File: src/cpu_status_second_pkg.sv
package cpu_status_second_pkg;

    // =========================================
    // register map
    localparam logic [3:0] ADDR_STATUS_SECOND = 4'h0;
    localparam int STATUS_W = 16;

    // =========================================
    // field positions
    localparam int POS_BUFFER_HI = 15;
    localparam int POS_BUFFER_LO = 13;
    localparam int POS_MAP_SELECT = 12;
    localparam int POS_TEST_FLAG = 11;
    localparam int POS_SIGN_EXT = 10;
    localparam int POS_CARRY = 9;
    localparam int POS_HOLD = 6;
    localparam int POS_EXT_FLAG = 4;
    localparam int POS_PSHIFT_HI = 1;
    localparam int POS_PSHIFT_LO = 0;
    localparam logic [15:0] CONST_ONES_MASK = 16'h01AC;

    // =========================================
    // values after reset
    localparam logic [2:0] RST_BUFFER = 3'h0;
    localparam logic [2:0] RST_POINTER = 3'h0;
    localparam logic RST_MAP_SELECT = 1'h0;
    localparam logic RST_TEST_FLAG = 1'h0;
    localparam logic RST_SIGN_EXT = 1'h1;
    localparam logic RST_CARRY = 1'h1;
    localparam logic RST_HOLD = 1'h1;
    localparam logic RST_EXT_FLAG = 1'h1;
    localparam logic [1:0] RST_PSHIFT = 2'h0;

    // =========================================
    // control bits named by set/clear instructions
    typedef enum logic [1:0] {
        sel_none,
        sel_map,
        sel_test
    } ctl_sel_type;

endpackage : cpu_status_second_pkg

File: src/test_outcome_unit.sv
`timescale 1ns/100ps

module test_outcome_unit #(
    parameter int N_SRC = 4
) (
    // one entry per test source: valid and the outcome it yields
    input wire logic [N_SRC-1:0] src_valid,
    input wire logic [N_SRC-1:0] src_outcome,
    // merged result
    output logic hit,
    output logic value
);

    logic [N_SRC-1:0] gated;

    // =========================================
    // merge; only one test instruction executes per cycle
    genvar gi;
    generate
        for (gi = 0; gi < N_SRC; gi++) begin : g_src
            assign gated[gi] = src_valid[gi] & src_outcome[gi];
        end
    endgenerate

    assign hit = |src_valid;
    assign value = |gated;

endmodule : test_outcome_unit

File: src/cpu_status_register_one.sv
// Design decisions made here: the plain strobed port and the register offsets.
`timescale 1ns/100ps

module cpu_status_register_one #(
    parameter int ADDR_W = 4
) (
    // clock and reset
    input wire logic mclk,
    input wire logic reset,
    // register port
    input wire logic [ADDR_W-1:0] reg_addr,
    input wire logic [15:0] reg_wdata,
    input wire logic reg_wr,
    input wire logic reg_rd,
    output logic [15:0] reg_rdata,
    // pointer loads
    input wire logic pointer_load,
    input wire logic [2:0] pointer_load_value,
    input wire logic pointer_load_first_restore,
    // second restore instruction
    input wire logic restore_second_valid,
    input wire logic [15:0] restore_second_data,
    // set / clear control bit instructions
    input wire logic set_control_bit_instr,
    input wire logic clear_control_bit_instr,
    input wire cpu_status_second_pkg::ctl_sel_type ctl_sel,
    // test instruction outcomes
    input wire logic logic_test_valid,
    input wire logic logic_result_nonzero,
    input wire logic bit_test_valid,
    input wire logic bit_tested_value,
    input wire logic compare_valid,
    input wire logic compare_true,
    input wire logic normalize_valid,
    input wire logic normalize_xor,
    // conditional branch, call, return
    input wire logic cond_valid,
    input wire logic cond_want_set,
    output logic cond_taken,
    // block zero access decode
    input wire logic block0_access,
    output logic block0_data_sel,
    output logic block0_prog_sel,
    // field outputs
    output logic [2:0] aux_pointer_current,
    output logic [2:0] prev_pointer_buffer,
    output logic ram_block_map_select,
    output logic test_outcome_flag,
    output logic sign_extend_mode,
    output logic carry_flag,
    output logic hold_mode_flag,
    output logic external_flag_output,
    output logic [1:0] product_shift_field
);

    // =========================================
    // state
    logic [2:0] ptr_r, ptr_nxt;
    logic [2:0] buf_r, buf_nxt;
    logic map_r, map_nxt;
    logic tc_r, tc_nxt;
    logic sxm_r, sxm_nxt;
    logic c_r, c_nxt;
    logic hm_r, hm_nxt;
    logic xf_r, xf_nxt;
    logic [1:0] pm_r, pm_nxt;
    logic [15:0] rdata_r, rdata_nxt;
    logic taken_r, taken_nxt;
    logic dsel_r, dsel_nxt;
    logic psel_r, psel_nxt;

    logic addr_hit;
    logic restore_any;
    logic [15:0] restore_data;
    logic [15:0] status_word;
    logic test_hit;
    logic test_value;

    // =========================================
    // test outcomes, each mapped so that 1 sets the flag
    test_outcome_unit #(
        .N_SRC(4)
    ) u_test (
        .src_valid({normalize_valid, compare_valid, bit_test_valid, logic_test_valid}),
        .src_outcome({normalize_xor, compare_true, bit_tested_value, ~logic_result_nonzero}),
        .hit(test_hit),
        .value(test_value)
    );

    // =========================================
    // restore path: instruction or port write; instruction wins a collision
    assign addr_hit = (reg_addr == ADDR_W'(cpu_status_second_pkg::ADDR_STATUS_SECOND));
    assign restore_any = restore_second_valid | (reg_wr & addr_hit);
    assign restore_data = restore_second_valid ? restore_second_data : reg_wdata;

    // constant positions forced to one whatever was written
    always_comb begin
        status_word = cpu_status_second_pkg::CONST_ONES_MASK;
        status_word[cpu_status_second_pkg::POS_BUFFER_HI:cpu_status_second_pkg::POS_BUFFER_LO] = buf_r;
        status_word[cpu_status_second_pkg::POS_MAP_SELECT] = map_r;
        status_word[cpu_status_second_pkg::POS_TEST_FLAG] = tc_r;
        status_word[cpu_status_second_pkg::POS_SIGN_EXT] = sxm_r;
        status_word[cpu_status_second_pkg::POS_CARRY] = c_r;
        status_word[cpu_status_second_pkg::POS_HOLD] = hm_r;
        status_word[cpu_status_second_pkg::POS_EXT_FLAG] = xf_r;
        status_word[cpu_status_second_pkg::POS_PSHIFT_HI:cpu_status_second_pkg::POS_PSHIFT_LO] = pm_r;
    end

    // =========================================
    // next values
    always_comb begin
        ptr_nxt = ptr_r;
        buf_nxt = buf_r;
        map_nxt = map_r;
        tc_nxt = tc_r;
        sxm_nxt = sxm_r;
        c_nxt = c_r;
        hm_nxt = hm_r;
        xf_nxt = xf_r;
        pm_nxt = pm_r;
        // pointer and buffer; second restore overrides a plain load
        if (restore_any) begin
            buf_nxt = restore_data[cpu_status_second_pkg::POS_BUFFER_HI:cpu_status_second_pkg::POS_BUFFER_LO];
            ptr_nxt = restore_data[cpu_status_second_pkg::POS_BUFFER_HI:cpu_status_second_pkg::POS_BUFFER_LO];
        end else if (pointer_load) begin
            ptr_nxt = pointer_load_value;
            if (!pointer_load_first_restore) begin
                buf_nxt = ptr_r;
            end
        end
        // restored fields; constant bits simply dropped
        if (restore_any) begin
            map_nxt = restore_data[cpu_status_second_pkg::POS_MAP_SELECT];
            tc_nxt = restore_data[cpu_status_second_pkg::POS_TEST_FLAG];
            sxm_nxt = restore_data[cpu_status_second_pkg::POS_SIGN_EXT];
            c_nxt = restore_data[cpu_status_second_pkg::POS_CARRY];
            hm_nxt = restore_data[cpu_status_second_pkg::POS_HOLD];
            xf_nxt = restore_data[cpu_status_second_pkg::POS_EXT_FLAG];
            pm_nxt = restore_data[cpu_status_second_pkg::POS_PSHIFT_HI:cpu_status_second_pkg::POS_PSHIFT_LO];
        end
        // set beats clear when both name the same bit
        if (clear_control_bit_instr) begin
            case (ctl_sel)
                cpu_status_second_pkg::sel_map: map_nxt = 1'h0;
                cpu_status_second_pkg::sel_test: tc_nxt = 1'h0;
                default: ;
            endcase
        end
        if (set_control_bit_instr) begin
            case (ctl_sel)
                cpu_status_second_pkg::sel_map: map_nxt = 1'h1;
                cpu_status_second_pkg::sel_test: tc_nxt = 1'h1;
                default: ;
            endcase
        end
        // hardware test outcome has the last word in its cycle
        if (test_hit) begin
            tc_nxt = test_value;
        end
    end

    // outputs: read data, branch decision, block zero decode
    always_comb begin
        rdata_nxt = 16'h0000;
        if (reg_rd && addr_hit) begin
            rdata_nxt = status_word;
        end
        taken_nxt = cond_valid & (tc_r == cond_want_set);
        dsel_nxt = block0_access & ~map_r;
        psel_nxt = block0_access & map_r;
    end

    // =========================================
    // registers
    always_ff @(posedge mclk) begin
        if (reset) begin
            ptr_r <= cpu_status_second_pkg::RST_POINTER;
            buf_r <= cpu_status_second_pkg::RST_BUFFER;
            map_r <= cpu_status_second_pkg::RST_MAP_SELECT;
            tc_r <= cpu_status_second_pkg::RST_TEST_FLAG;
            sxm_r <= cpu_status_second_pkg::RST_SIGN_EXT;
            c_r <= cpu_status_second_pkg::RST_CARRY;
            hm_r <= cpu_status_second_pkg::RST_HOLD;
            xf_r <= cpu_status_second_pkg::RST_EXT_FLAG;
            pm_r <= cpu_status_second_pkg::RST_PSHIFT;
            rdata_r <= 16'h0000;
            taken_r <= 1'h0;
            dsel_r <= 1'h0;
            psel_r <= 1'h0;
        end else begin
            ptr_r <= ptr_nxt;
            buf_r <= buf_nxt;
            map_r <= map_nxt;
            tc_r <= tc_nxt;
            sxm_r <= sxm_nxt;
            c_r <= c_nxt;
            hm_r <= hm_nxt;
            xf_r <= xf_nxt;
            pm_r <= pm_nxt;
            rdata_r <= rdata_nxt;
            taken_r <= taken_nxt;
            dsel_r <= dsel_nxt;
            psel_r <= psel_nxt;
        end
    end

    assign reg_rdata = rdata_r;
    assign cond_taken = taken_r;
    assign block0_data_sel = dsel_r;
    assign block0_prog_sel = psel_r;
    assign aux_pointer_current = ptr_r;
    assign prev_pointer_buffer = buf_r;
    assign ram_block_map_select = map_r;
    assign test_outcome_flag = tc_r;
    assign sign_extend_mode = sxm_r;
    assign carry_flag = c_r;
    assign hold_mode_flag = hm_r;
    assign external_flag_output = xf_r;
    assign product_shift_field = pm_r;
endmodule : cpu_status_register_one

File: config.mk
export PLATFORM = sky130hd
export DESIGN_NAME = cpu_status_register_one
export DESIGN_NICKNAME = d
export VERILOG_FILES = /design/src/cpu_status_second_pkg.sv /design/src/test_outcome_unit.sv /design/src/cpu_status_register_one.sv
export SDC_FILE = /design/constraint.sdc
export NUM_CORES = 1
export LEC_CHECK = 0
export ABC_AREA = 0
export BUFFER_PORTS_ARGS = -buffer_cell sky130_fd_sc_hd__buf_4
export CAP_MARGIN = 20
export CORE_UTILIZATION = 30
export CTS_BUF_LIST = sky130_fd_sc_hd__clkbuf_4 sky130_fd_sc_hd__clkbuf_8
export CTS_CLUSTER_DIAMETER = 60
export DETAILED_ROUTE_END_ITERATION = 10
export MAX_ROUTING_LAYER = met4
export PLACE_DENSITY = 0.59
export SLEW_MARGIN = 20
export SYNTH_ARGS = -nofsm -noshare
export SYNTH_HDL_FRONTEND = slang
export SYNTH_SLANG_ARGS = --single-unit
File: constraint.sdc
create_clock -name mclk -period 2 [get_ports mclk]
set_clock_uncertainty 0.15 [all_clocks]
set_input_delay 0.2 -clock mclk [delete_from_list [all_inputs] [get_ports mclk]]
set_output_delay 0.2 -clock mclk [all_outputs]
set_load 0.02 [all_outputs]
==> impl_metrics.json, run 1 <==
{
  "drv_cap": 0,
  "dp_hpwl_um": 2530,
  "grt_pass1_vias": 1175,
  "clock_latency_ps": 280,
  "fin_ws_ps": 525,
  "die-width_um": 65.8,
  "ys_dominant_reg_cell": "dfxtp_1",
  "vias": 1196,
  "drc": 0,
  "synth_most_common_cell": "dfxtp_1",
  "crit_path_max_fanout": 8,
  "crit_chain": "buf_4 -> nor4_4 -> and2_1 -> a221oi_1 -> a21boi_0",
  "cts_setup_buffers": 0,
  "ys_top_cells_by_count": "dfxtp_1, and2_1, nand2_1",
  "pwr-share-seq_pct": 47.1,
  "cts.sinks": 29,
  "worstPathRequired_ps": 2000,
  "rows": 22,
  "yosysTopAreaCellShare_pct": 47.5,
  "dp.cells": 247,
  "postPlaceCellArea_sq_mm": 0.00184,
  "start_util_pct": 32.4,
  "critPathLaunchType": "input pin",
  "period_share_pct": 73.7,
  "status": "complete, no violations",
  "syn_to_final_growth_pct": 57.9,
  "synth_seq_cells": 29,
  "end_kind": "flop",
  "critPathMaxStageDelay_ps": 430,
  "tns_ps": 0,
  "slowest_stage": "nor4_4",
  "rr_endpoint": "test_outcome_flag",
  "fin_crit_ps": 1470,
  "reg2regPathDepth": 3,
  "synth_top_area_cell": "dfxtp_1",
  "fillers": 362,
  "vias_per_cell": 4.69,
  "clkTransAtPathRegs_ps": 60,
  "pin_count": 94,
  "final_area_sq_mm": 0.00193,
  "postSynthCellCount": 125,
  "rsz0062_at_grt": "no",
  "combPwrFrac_pct": 17.7,
  "drtIter0Drc": 53,
  "synthDistinctLibCells": 29,
  "wl_per_cell_um": 12.5,
  "relSlewSlack_pct": 72.7,
  "firstDrtPassIters": 4,
  "cts.hold.buffers_added": 0,
  "diodes": 0,
  "finalNetCount": 267,
  "die_h_um": 65.8,
  "setup_viol": 0,
  "core-area_sq_mm": 0.00377,
  "worstHoldPathType": "input pin to flop",
  "io_buffers": 83,
  "powerDensity_mw_per_mm2": 686,
  "worstSetupPathType": "input pin to flop",
  "cts_buffers": 5,
  "grt_pass1_wl_um": 5160,
  "ir_drop_mv": 0.386,
  "p_sw_share_pct": 25.2,
  "p_int_w": 0.000989,
  "stdcell_count": 255,
  "preCtsSetupSlack_ps": 221,
  "antenna_found_initial": 0,
  "drive_gt1_share_pct": 47.3,
  "gp_congestion": 0.723,
  "ys_top_cells_by_area": "dfxtp_1, and2_1, mux2i_1",
  "track_usage_pct": 16.7,
  "syn_area_per_cell_sq_um": 9.77,
  "hp-start": "set_control_bit_instr",
  "htree_levels": 2,
  "syn_area_sq_mm": 0.00122,
  "yosys_warnings": 0,
  "syn_nets": 186,
  "fmax_ghz": 0.678,
  "r2r_slack_ps": 800,
  "cts_resized": 0,
  "overflow": 0,
  "seq_area_frac_synth_pct": 47.5,
  "leakage_nw": 0.941,
  "hold_depth": 3,
  "slew_violations": 0,
  "synth_edf_count": 0,
  "grt_start_max_net_pins": 19,
  "async_reset_ff_share_pct": 0,
  "worst_pin_slew_ps": 406,
  "cts_tree": "yes",
  "hold_ws_ps": 25.9,
  "ant_nets": 0,
  "crit_arrival_ps": 1480,
  "power_frac_clock_pct": 35.2,
  "routed_wl_um": 3190,
  "die-area_sq_mm": 0.00433,
  "rr_startpoint": "test_outcome_flag",
  "min_to": "ram_block_map_select",
  "cts_root_buf": "clkbuf_8",
  "hold_violations": 0,
  "clock_path_buffers": 2,
  "power.switching_w": 0.000334
}
## placed cells by master, fill, tap and decap left out, drive strengths merged, types with 5 or more instances in the layout
master	count
a21boi	7
and2	12
buf	83
clkbuf	6
dfxtp	29
inv	5
mux2i	6
nand2	10
nor2	8
nor2b	6
## layout make-up
| type | instances | area (sq um) | share of cell area (%) |
|---|---|---|---|
| repair buffers | 83 | 623 | 32.3 |
| inverters | 5 | 18.8 | 0.973 |
| clock inverters | 2 | 10.0 | 0.519 |
| clock buffers | 6 | 76.3 | 3.96 |
| flip-flops and latches | 29 | 581 | 30.1 |
| well taps | 48 | 60.1 | 3.11 |
| multi-input cells | 82 | 559 | 29.0 |
## flip-flops by register name, indices dropped and copies added, names as in the netlist
register	cells
reg_rdata	12
aux_pointer_current	3
prev_pointer_buffer	3
product_shift_field	2
block0_data_sel	1
block0_prog_sel	1
carry_flag	1
cond_taken	1
external_flag_output	1
hold_mode_flag	1
ram_block_map_select	1
sign_extend_mode	1
test_outcome_flag	1
## layer usage
metal | share of wire, % | vias to the layer above | track usage (%)
met5 | 0 | - | -
met3 | 11 | 5 | 7.24
li1 | - | 595 | -
met4 | 1.5 | 0 | 6.79
met2 | 48 | 63 | 28.6
met1 | 40 | 533 | 16.5
## critical path: cells and delay by family
family	cells	cell delay, ps
buffers and inverters	1	120
AOI/OAI and AO/OA	2	310
and+or+nand+nor	2	850
## power groups by stage
stage               clock [W]  sequential (W)  combinational, W
floorplan                   0        0.000663         0.0000712
CTS                  0.000483        0.000624          0.000236
finish               0.000465        0.000623          0.000234
global route         0.000521        0.000627          0.000253
global placement            0        0.000636          0.000232
detailed placement          0        0.000637          0.000236
## cell families (layout without fill, tap and decap cells)
logic type	count (synthesis)	in the layout	synth area share (%)
buffers and inverters	14	96	6.66
AO/OA/AOI/OAI	25	25	15.4
flip-flops	29	29	47.5
XOR/XNOR	1	1	0.717
multiplexers	6	6	4.92
AND/OR/NAND/NOR	50	50	24.8
## worst max-delay path by stage
stage	slack [ps]	from	cells past startpoint	end
6_report	530	reg_addr[1]	5	prev_pointer_buffer[2]
5_1_grt	430	reg_addr[1]	5	prev_pointer_buffer[1]
4_1_cts	520	reg_addr[1]	5	prev_pointer_buffer[2]
3_5_place_dp	220	reg_addr[1]	5	aux_pointer_current[2]
3_3_place_gp	250	reg_addr[1]	5	prev_pointer_buffer[1]
2_1_floorplan	670	reg_addr[1]	5	aux_pointer_current[2]
## per-stage QoR
step / total power, W / util [%]
after detailed placement: 0.000873 / 48.8
after global routing: 0.00140 / 51.1
final: 0.00132 / 51.1
after CTS: 0.00134 / 51.1
after floorplan: 0.000735 / -
after global placement: 0.000868 / 48.8
Note: power is estimated with default switching activity, not from simulation.
==> run 2, diff against run 1 <==
--- a/config.mk
+++ b/config.mk
@@ -5,7 +5,7 @@
 export SDC_FILE = /design/constraint.sdc
 export NUM_CORES = 1
 export LEC_CHECK = 0
-export ABC_AREA = 0
+export ABC_AREA = 1
 export BUFFER_PORTS_ARGS = -buffer_cell sky130_fd_sc_hd__buf_4
 export CAP_MARGIN = 20
 export CORE_UTILIZATION = 30
@@ -13,7 +13,7 @@
 export CTS_CLUSTER_DIAMETER = 60
 export DETAILED_ROUTE_END_ITERATION = 10
 export MAX_ROUTING_LAYER = met4
-export PLACE_DENSITY = 0.59
+export PLACE_DENSITY = 0.58
 export SLEW_MARGIN = 20
 export SYNTH_ARGS = -nofsm -noshare
 export SYNTH_HDL_FRONTEND = slang
==> constraint.sdc (replaced) <==
create_clock -name mclk -period 1.5 [get_ports mclk]
set_clock_uncertainty 0.15 [all_clocks]
set_input_delay 0.15 -clock mclk [delete_from_list [all_inputs] [get_ports mclk]]
set_output_delay 0.15 -clock mclk [all_outputs]
set_load 0.02 [all_outputs]
==> impl_metrics.json, run 2 <==
{
  "routed_wl_um": 3420,
  "die-area_sq_mm": 0.00472,
  "critPathLaunchType": "input pin",
  "fin_util_pct": 52.1,
  "ys_top_cells_by_count": "nand2_1, dfxtp_1, inv_1, nor2_1, nand3_1",
  "ir_drop_mv": 0.443,
  "synth_top_area_cell": "dfxtp_1",
  "synth_most_common_cell": "nand2_1",
  "ys_top_cells_by_area": "dfxtp_1, nand2_1, inv_1",
  "worstHoldPathType": "input pin to flop",
  "drive_gt1_share_pct": 37.6,
  "core-area_sq_mm": 0.00414,
  "start_util_pct": 32.2,
  "crit_arrival_ps": 1440,
  "diodes": 0,
  "leakage_nw": 1.13,
  "clkTransAtPathRegs_ps": 60,
  "syn_nets": 244,
  "cts_tree": "yes",
  "period_share_pct": 94.6,
  "clock_latency_ps": 270,
  "yosys_warnings": 0,
  "syn_to_final_growth_pct": 61.6,
  "seq_area_frac_synth_pct": 43.5,
  "die_h_um": 68.7,
  "synth_edf_count": 0,
  "clock_path_buffers": 2,
  "ant_nets": 0,
  "synth_seq_cells": 29,
  "firstDrtPassIters": 4,
  "fin_crit_ps": 1420,
  "drv_cap": 0,
  "cts_buffers": 5,
  "worst_pin_slew_ps": 338,
  "yosysTopAreaCellShare_pct": 43.5,
  "end_kind": "flop",
  "drc": 0,
  "synthDistinctLibCells": 27,
  "worstPathRequired_ps": 1520,
  "vias": 1396,
  "cts.sinks": 29,
  "track_usage_pct": 15.9,
  "syn_area_sq_mm": 0.00134,
  "fillers": 425,
  "cts_resized": 0,
  "ys_dominant_reg_cell": "dfxtp_1",
  "cts.hold.buffers_added": 8,
  "status": "complete, no violations",
  "cts_root_buf": "clkbuf_8",
  "rsz0062_at_grt": "no",
  "die-width_um": 68.7,
  "cts_setup_buffers": 0,
  "htree_levels": 2,
  "vias_per_cell": 4.31,
  "fmax_ghz": 0.705,
  "antenna_found_initial": 0,
  "grt_pass1_vias": 1181,
  "hold_ws_ps": 18.2,
  "powerDensity_mw_per_mm2": 953,
  "drtIter0Drc": 42,
  "tns_ps": 0,
  "finalNetCount": 334,
  "postSynthCellCount": 183,
  "io_buffers": 83,
  "layout_commonest_cell": "buf_4",
  "syn_area_per_cell_sq_um": 7.30,
  "wl_per_cell_um": 10.5,
  "pin_count": 94,
  "crit_path_max_fanout": 1,
  "largest_reg_flops": 12,
  "hold_violations": 0,
  "grt_pass1_wl_um": 5230,
  "gp_congestion": 0.787,
  "relSlewSlack_pct": 77.4,
  "slew_violations": 0,
  "setup_viol": 0,
  "overflow": 0,
  "worstSetupPathType": "input pin to flop",
  "final_cell_mix": "buf_4, nand2_1, inv_1, dfxtp_1, nor2_1",
  "rows": 23,
  "async_reset_ff_share_pct": 0,
  "dp_hpwl_um": 2560,
  "grt_start_max_net_pins": 20
}
run 2: final cells by class:
class	count	area (sq um)	share of cell area, %
timing repair buffer	93	718	33.3
sequential	29	581	26.9
clock inverter	1	30.0	1.39
multi-input combinational	114	563	26.1
inverter	30	113	5.22
clock buffer	7	90.1	4.18
tap	50	62.6	2.90
run 2: worst paths after layout:
kind	from	endpoint	slack (ps)	cells after the start
max	cond_valid	cond_taken	80	5
min	set_control_bit_instr	ram_block_map_select	20	3
max reg2reg	test_outcome_flag	cond_taken	110	4
min reg2reg	ram_block_map_select	block0_data_sel	300	1
run 2: logic make-up after synthesis:
logic type             after synthesis  share of synthesized area [%]
buffers and inverters               40                           14.3
AO/OA/AOI/OAI                       24                           11.4
XOR/XNOR                             1                          0.656
flip-flops                          29                           43.5
AND/OR/NAND/NOR                     89                           30.1
run 2: per-layer routing:
layer	global-route usage [%]	part of all wire [%]
met5	-	0
met4	6.89	0.85
met3	6.25	11
met2	24.1	44
met1	18.5	44
run 2: where the power goes:
part / switching, W / internal (W) / leakage (nW)
registers: 0.0000186 / 0.000806 / 0.238
logic: 0.000186 / 0.000199 / 0.835
clock network: 0.000287 / 0.000559 / 0.0619
run 2: worst max-delay path, stage by stage:
cell and delay [ps]:
dlygate4sd3_1 530, buf_4 130, nand2_1 50, dlygate4sd3_1 540, nor2_1 40
run 2: through the flow:
step | cell area (sq um) | setup WS [ps] | total power [W] | std cells
after CTS | 2160 | 101 | 0.00208 | 324
after global placement | 1960 | 110 | 0.00121 | 308
final | 2160 | 81.7 | 0.00205 | 324
after detailed placement | 1960 | 116 | 0.00121 | 308
after floorplan | 1340 | 427 | 0.00103 | 183
after global routing | 2160 | 18.2 | 0.00217 | 324
